[src/boot_sideband_pkg.sv]
`default_nettype none
package boot_sideband_pkg;
  // Timing
  localparam int unsigned CLK_MHZ           = 250;
  localparam int unsigned SUPPLY_SETTLE_US  = 100;
  localparam int unsigned SUPPLY_SETTLE_CYC = SUPPLY_SETTLE_US * CLK_MHZ;
  localparam int unsigned SETTLE_CNT_W      = 16;
  // I2C target
  localparam logic [6:0] I2C_TARGET_ADDR = 7'h38;
  // Status byte field positions
  localparam int unsigned ST_CONNECTED = 0;
  localparam int unsigned ST_FLIPPED   = 1;
  localparam int unsigned ST_USB3      = 2;
  localparam int unsigned ST_DP        = 3;
  localparam int unsigned ST_PARTNER   = 4;
  localparam int unsigned ST_CFG_DONE  = 5;
  // Capability sets, voltage in 50 mV units, current in 10 mA units
  localparam int unsigned SRC_CAP_COUNT  = 1;
  localparam int unsigned SINK_CAP_COUNT = 4;
  localparam logic [9:0] SRC_V0  = 10'h064;
  localparam logic [9:0] SRC_I0  = 10'h12C;
  localparam logic [9:0] SNK_V0  = 10'h064;
  localparam logic [9:0] SNK_V1  = 10'h0B4;
  localparam logic [9:0] SNK_V2  = 10'h12C;
  localparam logic [9:0] SNK_V3  = 10'h190;
  localparam logic [9:0] SNK_I   = 10'h12C;
  localparam logic [9:0] SNK_I3  = 10'h1F4;
  // Flash loader
  localparam logic [7:0] FLASH_READ_CMD = 8'h03;
  localparam int unsigned CFG_BYTES_DEF = 16;
  typedef enum logic [1:0] {LD_IDLE, LD_CMD, LD_DATA, LD_DONE} load_state_t;
endpackage
`default_nettype wire

[src/i2c_status_target.sv]
`timescale 1ns/1ns
`default_nettype none
// Read-only I2C target returning one status byte at a fixed address
module i2c_status_target (
  // Clock and reset
  input  wire logic       clk_in,
  input  wire logic       rst_b_in,
  // Bus pins
  input  wire logic       scl_in,
  input  wire logic       sda_in,
  output logic            sda_oe_out,
  // Data
  input  wire logic [7:0] status_in,
  output logic            read_done_out
);
  typedef enum logic [2:0] {T_IDLE, T_ADDR, T_ACK, T_SEND, T_MACK} tgt_state_t;
  tgt_state_t state_q;
  logic       scl_q, sda_q;
  logic [3:0] bit_q;
  logic [7:0] sh_q;
  wire scl_rise = scl_in & ~scl_q;
  wire scl_fall = ~scl_in & scl_q;
  wire start    = scl_in & sda_q & ~sda_in;
  wire stop     = scl_in & ~sda_q & sda_in;
  // Address in the upper seven bits, read flag in the lowest
  wire addr_hit = (sh_q[7:1] == boot_sideband_pkg::I2C_TARGET_ADDR) & sh_q[0];

  always_ff @(posedge clk_in or negedge rst_b_in) begin
    if (!rst_b_in) begin
      state_q <= T_IDLE; scl_q <= 1'b1; sda_q <= 1'b1;
      bit_q <= 4'h0; sh_q <= 8'h00; sda_oe_out <= 1'b0; read_done_out <= 1'b0;
    end else begin
      scl_q <= scl_in;
      sda_q <= sda_in;
      read_done_out <= 1'b0;
      if (start) begin
        state_q <= T_ADDR; bit_q <= 4'h0; sda_oe_out <= 1'b0;
      end else if (stop) begin
        state_q <= T_IDLE; sda_oe_out <= 1'b0;
      end else begin
        case (state_q)
          T_ADDR: if (scl_rise) begin
            sh_q  <= {sh_q[6:0], sda_in};
            bit_q <= bit_q + 4'h1;
          end else if (scl_fall && bit_q == 4'h8) begin
            // Only reads are answered; writes and foreign addresses are ignored
            if (addr_hit) begin
              sda_oe_out <= 1'b1; state_q <= T_ACK;
            end else state_q <= T_IDLE;
          end
          T_ACK: if (scl_fall) begin
            sh_q <= status_in; bit_q <= 4'h0;
            sda_oe_out <= ~status_in[7]; state_q <= T_SEND;
          end
          T_SEND: if (scl_fall) begin
            if (bit_q == 4'h7) begin
              sda_oe_out <= 1'b0; state_q <= T_MACK;
            end else begin
              sda_oe_out <= ~sh_q[6]; sh_q <= {sh_q[6:0], 1'b0}; bit_q <= bit_q + 4'h1;
            end
          end
          T_MACK: if (scl_rise) begin
            read_done_out <= 1'b1;
            state_q <= sda_in ? T_IDLE : T_MACK;
            if (!sda_in) begin sh_q <= status_in; end
          end else if (scl_fall && state_q == T_MACK) begin
            sda_oe_out <= ~sh_q[7]; bit_q <= 4'h0; state_q <= T_SEND;
          end
          default: state_q <= T_IDLE;
        endcase
      end
    end
  end
endmodule
`default_nettype wire

[src/partner_controller_boot_sideband.sv]
`timescale 1ns/1ns
`default_nettype none
module partner_controller_boot_sideband #(
  parameter int unsigned SETTLE_CYCLES = boot_sideband_pkg::SUPPLY_SETTLE_CYC,
  parameter int unsigned CFG_BYTES     = boot_sideband_pkg::CFG_BYTES_DEF
) (
  // Clock and reset
  input  wire logic       clk_in,
  input  wire logic       rst_b_in,
  // Shared SPI flash
  output logic            flash_cs_n_out,
  output logic            flash_sck_out,
  output logic            flash_mosi_out,
  input  wire logic       flash_miso_in,
  output logic [7:0]      cfg_byte_out,
  output logic            cfg_byte_valid_out,
  output logic            cfg_done_out,
  // Partner reset and rail
  input  wire logic       partner_3v3_rail_in,
  input  wire logic       boot_hold_in,
  output logic            partner_reset_line_n_out,
  // Connection state from port logic
  input  wire logic       conn_resolved_in,
  input  wire logic       conn_flipped_in,
  input  wire logic       conn_usb3_in,
  input  wire logic       conn_dp_in,
  input  wire logic       conn_partner_in,
  // Partner interrupt and I2C
  output logic            partner_irq_n_out,
  input  wire logic       i2c_scl_in,
  input  wire logic       i2c_sda_in,
  output logic            i2c_sda_oe_out,
  // Mux events
  output logic            flip_ctl_out,
  output logic            usb3_lane_ctl_out,
  output logic            dp_lane_ctl_out,
  output logic            path_a_select_out,
  output logic            path_b_select_out,
  output logic            path_a_enable_out,
  output logic            path_b_enable_out,
  // Capabilities
  output logic [19:0]     src_cap_out,
  output logic [79:0]     sink_cap_out
);
  // Loader state and flash shift path, settle counter, connection and interrupt state, target wires
  boot_sideband_pkg::load_state_t ld_q;
  logic [5:0]  bit_q;
  logic [15:0] byte_q;
  logic [7:0]  sh_q;
  logic        sck_div_q;
  logic [boot_sideband_pkg::SETTLE_CNT_W-1:0] settle_q;
  logic [4:0]  conn_q;
  logic        irq_pend_q;
  logic        read_done;
  logic        sda_oe;

  // Flash clock runs at a quarter of clk_in to leave margin on the shared lines
  wire sck_edge  = sck_div_q;
  wire cmd_last  = bit_q == 6'd31;
  wire byte_last = byte_q == 16'(CFG_BYTES - 1);
  wire settled   = settle_q == boot_sideband_pkg::SETTLE_CNT_W'(SETTLE_CYCLES);
  wire release_ok = cfg_done_out & partner_3v3_rail_in & settled & ~boot_hold_in;
  wire mux_live  = cfg_done_out & conn_resolved_in;
  wire [4:0] conn_now = {conn_partner_in, conn_dp_in, conn_usb3_in, conn_flipped_in, conn_resolved_in};
  // Status uses the registered connection so it matches what raised the interrupt
  wire [7:0] status_byte = {2'b00, cfg_done_out, conn_q[4], conn_q[3], conn_q[2], conn_q[1], conn_q[0]};
  // Event levels are gated so the muxes never see a half-loaded state
  wire flip_d    = mux_live & conn_flipped_in;
  wire usb3_d    = mux_live & conn_usb3_in;
  wire dp_d      = mux_live & conn_dp_in;
  wire partner_d = mux_live & conn_partner_in;

  // Flash: read command plus zero address, then CFG_BYTES of data
  always_ff @(posedge clk_in or negedge rst_b_in) begin
    if (!rst_b_in) begin
      ld_q <= boot_sideband_pkg::LD_IDLE;
      bit_q <= 6'd0;
      byte_q <= 16'h0000;
      sh_q <= 8'h00;
      sck_div_q <= 1'b0;
      flash_cs_n_out <= 1'b1;
      flash_sck_out <= 1'b0;
      flash_mosi_out <= 1'b0;
      cfg_byte_out <= 8'h00;
      cfg_byte_valid_out <= 1'b0;
      cfg_done_out <= 1'b0;
    end else begin
      cfg_byte_valid_out <= 1'b0;
      sck_div_q <= ~sck_div_q;
      case (ld_q)
        boot_sideband_pkg::LD_IDLE: begin
          flash_cs_n_out <= 1'b0;
          flash_mosi_out <= boot_sideband_pkg::FLASH_READ_CMD[7];
          ld_q <= boot_sideband_pkg::LD_CMD;
        end
        // Next command bit is set up on the falling flash clock edge
        boot_sideband_pkg::LD_CMD: if (sck_edge) begin
          flash_sck_out <= ~flash_sck_out;
          if (flash_sck_out) begin
            bit_q <= bit_q + 6'd1;
            if (cmd_last) begin
              bit_q <= 6'd0;
              ld_q <= boot_sideband_pkg::LD_DATA;
            end
            flash_mosi_out <= (bit_q < 6'd7) ? boot_sideband_pkg::FLASH_READ_CMD[3'(6 - bit_q)] : 1'b0;
          end
        end
        // Data is taken as the flash clock rises, settled since the last fall
        boot_sideband_pkg::LD_DATA: if (sck_edge) begin
          flash_sck_out <= ~flash_sck_out;
          if (!flash_sck_out) begin
            sh_q <= {sh_q[6:0], flash_miso_in};
            bit_q <= bit_q + 6'd1;
            if (bit_q[2:0] == 3'd7) begin
              cfg_byte_out <= {sh_q[6:0], flash_miso_in};
              cfg_byte_valid_out <= 1'b1;
              byte_q <= byte_q + 16'h0001;
              if (byte_last) begin
                ld_q <= boot_sideband_pkg::LD_DONE;
              end
            end
          end
        end
        boot_sideband_pkg::LD_DONE: begin
          // Bus is released so the partner can fetch its firmware next
          flash_cs_n_out <= 1'b1;
          flash_sck_out <= 1'b0;
          cfg_done_out <= 1'b1;
        end
        default: ld_q <= boot_sideband_pkg::LD_IDLE;
      endcase
    end
  end

  // Settle counter restarts whenever the rail drops
  // A rail glitch therefore costs the full settle time again, which is the safe side
  always_ff @(posedge clk_in or negedge rst_b_in) begin
    if (!rst_b_in) begin
      settle_q <= '0;
      partner_reset_line_n_out <= 1'b0;
    end else begin
      if (!partner_3v3_rail_in) begin
        settle_q <= '0;
      end else if (!settled) begin
        settle_q <= settle_q + 1'b1;
      end
      partner_reset_line_n_out <= release_ok;
    end
  end

  // Interrupt on any change of the five connection inputs after load done; cleared when the partner reads status
  always_ff @(posedge clk_in or negedge rst_b_in) begin
    if (!rst_b_in) begin
      conn_q <= 5'h00;
      irq_pend_q <= 1'b0;
      partner_irq_n_out <= 1'b1;
    end else begin
      conn_q <= conn_now;
      // A new change wins over a clear in the same cycle so no event is lost
      if (cfg_done_out && conn_now != conn_q) begin
        irq_pend_q <= 1'b1;
      end else if (read_done) begin
        irq_pend_q <= 1'b0;
      end
      partner_irq_n_out <= ~irq_pend_q;
    end
  end

  i2c_status_target u_target (
    .clk_in        (clk_in),
    .rst_b_in      (rst_b_in),
    .scl_in        (i2c_scl_in),
    .sda_in        (i2c_sda_in),
    .sda_oe_out    (sda_oe),
    .status_in     (status_byte),
    .read_done_out (read_done)
  );

  always_ff @(posedge clk_in or negedge rst_b_in) begin
    if (!rst_b_in) begin
      i2c_sda_oe_out <= 1'b0;
      flip_ctl_out <= 1'b0;
      usb3_lane_ctl_out <= 1'b0;
      dp_lane_ctl_out <= 1'b0;
      path_a_select_out <= 1'b0;
      path_b_select_out <= 1'b0;
      path_a_enable_out <= 1'b0;
      path_b_enable_out <= 1'b0;
      src_cap_out <= 20'h00000;
      sink_cap_out <= '0;
    end else begin
      i2c_sda_oe_out <= sda_oe;
      flip_ctl_out <= flip_d;
      usb3_lane_ctl_out <= usb3_d;
      dp_lane_ctl_out <= dp_d;
      path_a_select_out <= flip_d;
      path_b_select_out <= flip_d;
      path_a_enable_out <= dp_d;
      path_b_enable_out <= partner_d;
      src_cap_out <= {boot_sideband_pkg::SRC_V0, boot_sideband_pkg::SRC_I0};
      sink_cap_out <= {boot_sideband_pkg::SNK_V3, boot_sideband_pkg::SNK_I3,
                       boot_sideband_pkg::SNK_V2, boot_sideband_pkg::SNK_I,
                       boot_sideband_pkg::SNK_V1, boot_sideband_pkg::SNK_I,
                       boot_sideband_pkg::SNK_V0, boot_sideband_pkg::SNK_I};
    end
  end
endmodule
`default_nettype wire

[config.mk]
export PLATFORM = sky130hd
export DESIGN_NAME = partner_controller_boot_sideband
export DESIGN_NICKNAME = d
export VERILOG_FILES = /design/src/boot_sideband_pkg.sv /design/src/i2c_status_target.sv /design/src/partner_controller_boot_sideband.sv
export SDC_FILE = /design/constraint.sdc
export NUM_CORES = 1
export LEC_CHECK = 0
export BUFFER_PORTS_ARGS = -buffer_cell sky130_fd_sc_hd__buf_4
export CAP_MARGIN = 20
export CORE_MARGIN = 4
export CORE_UTILIZATION = 58
export DETAILED_ROUTE_END_ITERATION = 16
export MAX_ROUTING_LAYER = met4
export PLACE_DENSITY = 0.86
export SLEW_MARGIN = 30
export SYNTH_ARGS = -nofsm -noshare
export SYNTH_HDL_FRONTEND = slang
export SYNTH_HIERARCHICAL = 1
export SYNTH_SLANG_ARGS = --single-unit
[constraint.sdc]
create_clock -name clk_in -period 4.25 [get_ports clk_in]
set_clock_uncertainty 0.05 [all_clocks]
set_input_delay 0.85 -clock clk_in [delete_from_list [all_inputs] [get_ports clk_in]]
set_output_delay 0.85 -clock clk_in [all_outputs]
set_load 0.005 [all_outputs]
==> results of run 1 <==
[power breakdown]
group          switching [mW]  leakage (nW)  internal (mW)
Sequential             0.0372          1.24          0.925
Clock                   0.304         0.105          0.321
Combinational          0.0995          1.54         0.0809
[final timing paths]
check                                         endpoint  slack, ns  cells after the start
max                              byte_q[5]$_DFFE_PN0P_       1.63                      7
min                        partner_irq_n_out$_DFF_PN1_       0.32                      1
max reg2reg                      byte_q[5]$_DFFE_PN0P_       1.63                      7
min reg2reg                partner_irq_n_out$_DFF_PN1_       0.32                      1
max in group asynchronous   flash_cs_n_out$_DFFE_PN1P_       2.94                      2
min in group asynchronous         bit_q[3]$_DFFE_PN0P_       0.41                      1
[worst reg2reg max path: stages (launching register included)]
cell and delay, ns:
dfrtp_1 0.42, inv_1 0.12, ha_1 0.32, nand4b_1 0.59
inv_2 0.43, and3_1 0.26, and4_1 0.22, xor2_1 0.15
[area by class of cell]
| class | count | area, sq um | share of cell area |
|---|---|---|---|
| sequential | 94 | 2359 | 0.4109 |
| multi-input combinational | 377 | 2394 | 0.4170 |
| tap | 108 | 135.1 | 0.02354 |
| clock inverter | 4 | 53.80 | 0.009372 |
| inverter | 18 | 67.56 | 0.01177 |
| timing repair buffer | 75 | 566.8 | 0.09874 |
| clock buffer | 12 | 165.2 | 0.02877 |
[state kept, by name (all words and copies together), names as in the netlist, 2 cells and up]
register / cells
u_target/sh_q: 8
cfg_byte_out: 8
bit_q: 6
conn_q: 5
u_target/state_q: 3
sh_q: 7
byte_q: 16
u_target/bit_q: 4
settle_q: 16
ld_q: 2
[synth_stat cells (all sizes together), types with 2 or more instances]
cell type and number:
buf 107, dfrtp 90, nand2 65, xnor2 19, inv 18, o21ai 18, nand3 15, mux2i 14
nor2 14, and2 13, ha 13, mux2 13, xor2 12, a21oi 9, and3 9, nand4 9
nor3 9, nor4 8, clkbuf 6, nand3b 6, nor2b 6, a21boi 4, dfstp 4, nand2b 4
nor4bb 4, a2bb2oi 3, and2b 3, nor4b 3, o211ai 3, or3 3, a21o 2, a31oi 2
a32o 2, and4 2, conb 2, nand4b 2, o21a 2, o22ai 2, o31ai 2
[per-layer routing]
layer	vias to the layer above	routed length (um)
li1	1744	-
met5	-	0
met4	0	94
met3	12	827
met1	1768	3957
met2	157	5193
[logic make-up (layout without fill, tap and decap cells)]
family	count (synthesis)	after routing	synth area share
other	2	65	0.001390
AO/OA/AOI/OAI	60	60	0.07733
multiplexers	27	27	0.05371
flip-flops	94	94	0.4362
adder cells (fa/ha/maj)	13	13	0.03010
buffers and inverters	131	109	0.1646
XOR/XNOR	31	31	0.05024
AND/OR/NAND/NOR	181	181	0.1864
==> impl_metrics.csv, run 1 <==
group,metric,value,unit
run_status,run_status,"finished clean",
clocking,hold_buffers,0,
final_layout,fillers,695,
critical_path,crit_slowest_cell,"nand4b_1",
die,fp.dieArea,0.01093,sq mm
synthesis,yosys_warnings,6,
synthesis,ys_ff_latch,94,
drt,dr.pass1.iters,5,
placed_design,post_dp_cell_area,0.005509,sq mm
synthesis,syn_avg_cell_area,10.03,sq um
clocking,cts.sinks,94,
placed_design,port_buffers,73,
timing,worst_slack,1.629,ns
drt,via_per_inst,5.350,
final_layout,design_area,0.005741,sq mm
critical_path,r2r_start,"ld_q[0]$_DFFE_PN0P_",
power_and_ir_drop,p_leak,2.888,nW
clocking,htree_num_levels,3,
drt,drt_iter0_markers,143,
clocking,cts_tree,"yes",
job,cap_viol_max_count,0,
synthesis,synth_area_leaders,"dfrtp_1 (42%), buf_4 (14%), nand2_1 (4.5%), xnor2_1 (3.1%), ha_1 (3.0%)",
clocking,clk_latency,0.37,ns
clocking,clkTransAtPathRegs,0.08,ns
global_route,met2_usage,0.3372,
synthesis,synth_ff_type,"dfrtp_1",
global_route,grt_pass1_wl,17.35,mm
final_layout,fin_util,0.6457,
placed_design,dp.cells,671,
timing,hold_viol_final,0,
global_route,grt_start_max_net_pins,73,
critical_path,end_kind,"flop",
clocking,post_cts_buffers,0,
final_layout,final_common_cell,"dfrtp_1",
global_route,use_met3,0.06207,
final_layout,layout_common_cells,"dfrtp_1 (89), buf_4 (73), nand2_1 (65), conb_1 (65), xnor2_1 (19)",
synthesis,synth_edf_count,0,
final_layout,syn2layout_area_growth,6.228,%
die,die_h,104.5,um
critical_path,arrival,2.86,ns
worst_hold_path,holdCritStartpoint,"irq_pend_q$_DFFE_PN0P_",
synthesis,synth_area,0.005404,sq mm
die,fp-row-count,34,
final_layout,layout-drive-gt1-share,0.2086,
die,io_pins,135,
timing,setup_viol,0,
final_layout,nets,600,
global_route,antenna_found_initial,0,
timing,period_share,0.6168,
die,core,0.008891,sq mm
critical_path,critPathLaunch,"ld_q[0]$_DFFE_PN0P_",
timing,tightestPinTransition,0.6733,ns
critical_path,cp_max_fo,14,
placed_design,post-place-ws,1.644,ns
drt,drcViolationCount,0,
global_route,grt-busiest-layer,"met2",
critical_path,crit_chain,"inv_1, ha_1, nand4b_1, inv_2, and3_1, and4_1, xor2_1",
clocking,cts_resized,0,
timing,finalMaxSlewViolations,0,
power_and_ir_drop,p_per_area,307.7,mW/mm^2
timing,whs,0.3177,ns
synthesis,yosys.area.top_type_share,0.4168,
critical_path,critPathLaunchType,"flop",
critical_path,path_buf_inv,2,
timing,setup_tns,0,ns
final_layout,antenna_cells,0,
clocking,cts_buffers,9,
die,start_util,0.6078,
drt,drtAntennaViolNets,0,
final_layout,finalNonFillerCells,688,
drt,num_vias,3681,
timing,timing.fmax,381.5,MHz
placed_design,gp_congestion,0.9242,
global_route,track_usage,0.1959,
power_and_ir_drop,ir_worst_vdd,0.0002006,V
synthesis,synthArstFlopShare,1.000,
die,die_width,104.5,um
synthesis,synth.yosys.seq_area_share,0.4362,
synthesis,synth_cell_types,66,
timing,fin_crit,2.621,ns
critical_path,worstSetupPathType,"reg -> reg",
timing,rsz0062_at_grt,"false",
timing,relSlewSlack,0.5488,
clocking,ctsRootBufferMaster,"clkbuf_8",
worst_hold_path,hp-class,"reg -> reg",
global_route,first_global_vias,3665,
global_route,grt.overflow.total,0,
critical_path,cp_slowest_stage_delay,0.59,ns
global_route,use_met1,0.2238,
critical_path,required,4.49,ns
synthesis,synthCells,539,
power_and_ir_drop,power,1.767,mW
placed_design,hpwl,7.307,mm
clocking,cts_buffer_depth,2,
critical_path,cpLargestDelayFamily,"simple AND/OR/NAND/NOR gates",
drt,wl_per_cell,14.64,um
drt,wl,10.07,mm
synthesis,yosysTopAreaCell,"dfrtp_1",
(Power assumes the default switching activity.)
==> inputs of run 2 (changes only) <==
Settings changed: CORE_UTILIZATION 58 to 54, PLACE_DENSITY 0.86 to 0.81.
Clock period 4.25 ns to 2.6 ns, I/O delays scaled along.
==> run 2 against run 1 <==
  * Register-to-register slack worse by 1.2 ns
  * Utilization fell by 5.6 points
  * Critical path depth down 2
  * Via count fell by 1.7%
  * Highest routed layer unchanged
  * Sequential power grew 62%
  * Worst setup slack got worse by 1.2 ns
  * Largest power group unchanged
  * Global-route usage fell by 2.1 points
  * Largest cell class unchanged
==> impl_metrics.csv, run 2 (same netlist as run 1, synthesis figures left out) <==
group,metric,value,unit
run_status,run_status,"finished clean",
placed_design,port_buffers,73,
critical_path,worstSetupPathType,"reg -> reg",
die,fp-row-count,36,
power_and_ir_drop,p_per_area,475.7,mW/mm^2
critical_path,required,2.81,ns
timing,relSlewSlack,0.6154,
timing,tightestPinTransition,0.5744,ns
timing,worst_slack,0.4717,ns
clocking,htree_num_levels,3,
die,die_h,108.0,um
final_layout,multiInputGateArea,0.002394,sq mm
timing,setup_tns,0,ns
die,start_util,0.5529,
clocking,hold_buffers,0,
critical_path,cp_max_fo,15,
drt,drt_iter0_markers,166,
power_and_ir_drop,p_leak,2.889,nW
final_layout,syn2layout_area_growth,6.622,%
clocking,cts_resized,0,
critical_path,crit_slowest_cell,"dfrtp_1",
placed_design,post-place-ws,0.4609,ns
final_layout,layout-drive-gt1-share,0.2106,
drt,num_vias,3620,
die,io_pins,135,
critical_path,end_kind,"flop",
worst_hold_path,hp-class,"in -> async",
drt,via_per_inst,5.049,
timing,hold_viol_final,0,
global_route,track_usage,0.1747,
drt,wl,9.539,mm
clocking,cts.sinks,94,
critical_path,cp_slowest_stage_delay,0.54,ns
drt,wl_per_cell,13.30,um
clocking,cts_buffer_depth,2,
clocking,post_cts_buffers,0,
die,fp.dieArea,0.01167,sq mm
global_route,grt_start_max_net_pins,44,
clocking,cts_tree,"yes",
timing,whs,0.02976,ns
die,core,0.009774,sq mm
placed_design,gp_congestion,0.9596,
timing,period_share,0.8186,
clocking,ctsRootBufferMaster,"clkbuf_8",
timing,finalMaxSlewViolations,0,
final_layout,nets,604,
final_layout,fillers,805,
power_and_ir_drop,ir_worst_vdd,0.0003011,V
drt,dr.pass1.iters,4,
final_layout,top_regs,"byte_q x16, settle_q x16",
timing,setup_viol,0,
power_and_ir_drop,power,2.741,mW
drt,drtAntennaViolNets,0,
drt,drcViolationCount,0,
clocking,clkTransAtPathRegs,0.09,ns
timing,fin_crit,2.128,ns
global_route,antenna_found_initial,0,
job,cap_viol_max_count,0,
timing,rsz0062_at_grt,"false",
final_layout,regArea,0.002357,sq mm
global_route,grt.overflow.total,0,
clocking,clk_latency,0.36,ns
timing,timing.fmax,469.9,MHz
critical_path,critPathLaunchType,"flop",
critical_path,crit_chain,"nor4bb_1, a21oi_1, a2bb2oi_2, mux2_2, o21a_1",
die,die_width,108.0,um
final_layout,final_common_cell,"dfrtp_1",
clocking,cts_buffers,9,
critical_path,arrival,2.34,ns
final_layout,antenna_cells,0,
global_route,first_global_vias,3425,
final_layout,fin_util,0.5895,
global_route,grt_pass1_wl,16.06,mm
placed_design,hpwl,7.021,mm
final_layout,layout_common_cells,"dfrtp_1 (90), buf_4 (77), nand2_1 (65), conb_1 (65), xnor2_1 (19)",
run 2: cell types whose count changed in the layout (fill, tap and decap cells not counted), sizes merged:
cell / previous run / this run
buf: 74 / 78
clkinv: 1 / 2
clkbuf: 13 / 11
bufinv: 1 / 0
inv: 18 / 20
run 2: metrics by stage:
stage | area (sq um) | std cells
3_5_place_dp | 5583 | 700
6_report | 5762 | 717
5_1_grt | 5762 | 717
4_1_cts | 5757 | 716
3_3_place_gp | 5583 | 700
2_1_floorplan | 5640 | 602
run 2: area by class of cell:
type / count / share of cell area
multi-input combinational: 377 / 0.4154
sequential: 94 / 0.4091
timing repair buffer: 79 / 0.1047
tap: 133 / 0.02888
clock buffer: 10 / 0.02215
inverter: 18 / 0.01173
clock inverter: 6 / 0.008035
run 2: power by group:
| group | leakage [nW] | total (mW) | internal [mW] | switching (mW) |
|---|---|---|---|---|
| Combinational | 1.57 | 0.300 | 0.134 | 0.166 |
| Clock | 0.0833 | 0.879 | 0.354 | 0.525 |
| Sequential | 1.24 | 1.56 | 1.51 | 0.0497 |
| Total | 2.89 | 2.74 | 2.00 | 0.741 |
run 2: path summary, 6_finish.rpt:
check | cells after the start | startpoint | slack [ns] | end
setup / recovery | 5 | u_target/state_q[1]$_DFFE_PN0P_ | 0.47 | u_target/state_q[1]$_DFFE_PN0P_
hold / removal | 1 | rst_b_in | 0.03 | usb3_lane_ctl_out$_DFF_PN0_
setup reg to reg | 5 | u_target/state_q[1]$_DFFE_PN0P_ | 0.47 | u_target/state_q[1]$_DFFE_PN0P_
hold reg to reg | 1 | irq_pend_q$_DFFE_PN0P_ | 0.32 | partner_irq_n_out$_DFF_PN1_
max in group asynchronous | 2 | rst_b_in | 1.87 | settle_q[12]$_DFFE_PN0P_
min in group clk_in | 1 | conn_dp_in | 0.23 | conn_q[3]$_DFF_PN0_
run 2: critical path, delay by kind of cell, from the launching register on:
kind	cells	cell delay, ns
compound gates	3	0.59
flops	1	0.54
mux	1	0.37
simple gates	1	0.48
run 2: metal layers:
metal,track usage,vias to the layer above,share of wire
met4,0.05500,0,0.012
met3,0.04418,12,0.078
met5,-,-,0
li1,-,1751,-
met2,0.2820,124,0.48
met1,0.2174,1733,0.43
==> inputs of run 3 (changes only) <==
Clock period 2.6 ns to 2.1 ns, I/O delays scaled along.
==> run 3 against run 2 <==
  * Global-route usage rose by 0.83 points
  * Critical path depth did not move
  * Sequential share of layout area fell by 1.1 points
  * Wire length rose by 5.8%
  * Critical endpoint is now u_target/bit_q[3]$_DFFE_PN0P_
  * Highest routed layer unchanged
  * Largest power group unchanged
  * Sequential cell count did not move
  * Design area rose by 2.8%
  * Cell count rose by 1.4%
==> impl_metrics.csv, run 3 (same netlist as run 1, synthesis figures left out) <==
group,metric,value,unit
final_layout,finalNonFillerCells,727,
power_and_ir_drop,ir_worst_vdd,0.0003463,V
timing,timing.fmax,503.5,MHz
drt,drt_iter0_markers,167,
drt,wl,10.09,mm
clocking,htree_num_levels,3,
timing,fin_crit,1.986,ns
critical_path,critPathLaunchType,"flop",
clocking,clkTransAtPathRegs,0.10,ns
clocking,cts_buffers,9,
die,fp-row-count,36,
placed_design,post-place-ws,0.05894,ns
drt,top_layer,"met4",
final_layout,layout-drive-gt1-share,0.2290,
clocking,cts.sinks,94,
clocking,cts_tree,"yes",
critical_path,arrival,2.20,ns
die,die_width,108.0,um
drt,routedLengthMet1,4.343,mm
placed_design,port_buffers,73,
drt,wl_per_cell,13.88,um
critical_path,end_kind,"flop",
final_layout,design_area,0.005922,sq mm
placed_design,dp.cells,709,
clocking,ctsRootBufferMaster,"clkbuf_8",
critical_path,worstSetupPathType,"reg -> reg",
drt,drtAntennaViolNets,0,
global_route,first_global_vias,3501,
die,io_pins,135,
die,core,0.009774,sq mm
job,cap_viol_max_count,0,
final_layout,syn2layout_area_growth,9.586,%
timing,hold_viol_final,0,
power_and_ir_drop,p_per_area,625.4,mW/mm^2
global_route,track_usage,0.1830,
drt,via_per_inst,5.128,
global_route,antenna_found_initial,0,
die,die_h,108.0,um
drt,drcViolationCount,0,
critical_path,crit_slowest_cell,"dfrtp_1",
timing,worst_slack,0.1140,ns
global_route,grt_pass1_wl,16.77,mm
drt,routed-wl-met3,706,um
critical_path,cp_max_fo,13,
power_and_ir_drop,power,3.704,mW
worst_hold_path,hp-class,"in -> reg",
run_status,run_status,"finished clean",
clocking,clk_latency,0.37,ns
final_layout,antenna_cells,0,
placed_design,post_dp_cell_area,0.005650,sq mm
final_layout,top_regs,"byte_q x16, settle_q x16",
power_and_ir_drop,p_leak,2.986,nW
die,fp.dieArea,0.01167,sq mm
timing,setup_viol,0,
drt,dr.pass1.iters,4,
global_route,grt_start_max_net_pins,41,
critical_path,cp_slowest_stage_delay,0.52,ns
placed_design,gp_congestion,0.8774,
final_layout,nets,614,
clocking,cts_buffer_depth,2,
timing,setup_tns,0,ns
timing,period_share,0.9457,
critical_path,required,2.31,ns
critical_path,crit_chain,"or3b_4, a2bb2oi_2, o221a_1, a21o_1, a32o_1",
drt,met2WireLength,4.882,mm
drt,num_vias,3728,
die,start_util,0.5529,
timing,finalMaxSlewViolations,0,
final_layout,layout_common_cells,"dfrtp_1 (89), buf_4 (87), nand2_1 (65), conb_1 (65), xnor2_1 (19)",
global_route,grt.overflow.total,0,
placed_design,hpwl,7.398,mm
final_layout,final_common_cell,"dfrtp_1",
final_layout,fillers,782,
## run 3: final timing paths
check	to	start	cells past startpoint	slack, ns
worst min register to register	partner_irq_n_out$_DFF_PN1_	irq_pend_q$_DFFE_PN0P_	1	0.33
worst min-delay path	conn_q[3]$_DFF_PN0_	conn_dp_in	1	0.13
max in group asynchronous	flash_cs_n_out$_DFFE_PN1P_	rst_b_in	3	0.94
worst max-delay path	u_target/bit_q[3]$_DFFE_PN0P_	u_target/state_q[0]$_DFFE_PN0P_	5	0.11
min in group asynchronous	u_target/state_q[2]$_DFFE_PN0P_	rst_b_in	2	0.44
worst max register to register	u_target/bit_q[3]$_DFFE_PN0P_	u_target/state_q[0]$_DFFE_PN0P_	5	0.11
## run 3: layer usage
metal,track usage,vias to the layer above
met5,-,-
met1,0.2391,1803
met2,0.2900,134
met3,0.02746,12
li1,-,1779
met4,0.07033,0
## run 3: stage by stage
step | util | hold slack (ns)
floorplan | - | 0.07441
global placement | 0.5781 | 0.3018
detailed placement | 0.5781 | 0.3053
CTS | 0.6024 | 0.1211
global route | 0.6059 | 0.1155
finish | 0.6059 | 0.1316
## run 3: layout make-up
class | instances | area [sq um] | area share
flip-flops and latches | 94 | 2359 | 0.3983
multi-input cells | 377 | 2419 | 0.4084
clock buffers | 9 | 123.9 | 0.02092
well taps | 133 | 166.4 | 0.02810
clock inverters | 7 | 103.9 | 0.01754
repair buffers | 89 | 683.2 | 0.1154
inverters | 18 | 67.56 | 0.01141
## run 3: what timing repair did
action / 4_1_cts / 5_1_grt
buffers inserted: 0 / 1
hold endpoints to repair: 20 / 0
hold buffers: 1 / 0
setup endpoints to repair: 0 / 11
resized for setup: 0 / 5
## run 3: power breakdown
| group | internal, mW | switching [mW] | leakage [nW] |
|---|---|---|---|
| Sequential | 1.87 | 0.0667 | 1.24 |
| Combinational | 0.184 | 0.217 | 1.64 |
| Clock | 0.687 | 0.678 | 0.108 |
| Total | 2.74 | 0.962 | 2.99 |
## run 3: worst max-delay path, delay by kind of cell, from the launching register on
kind / cells / cell delay, ns
compound gates: 4 / 0.85
flops: 1 / 0.52
simple gates: 1 / 0.46
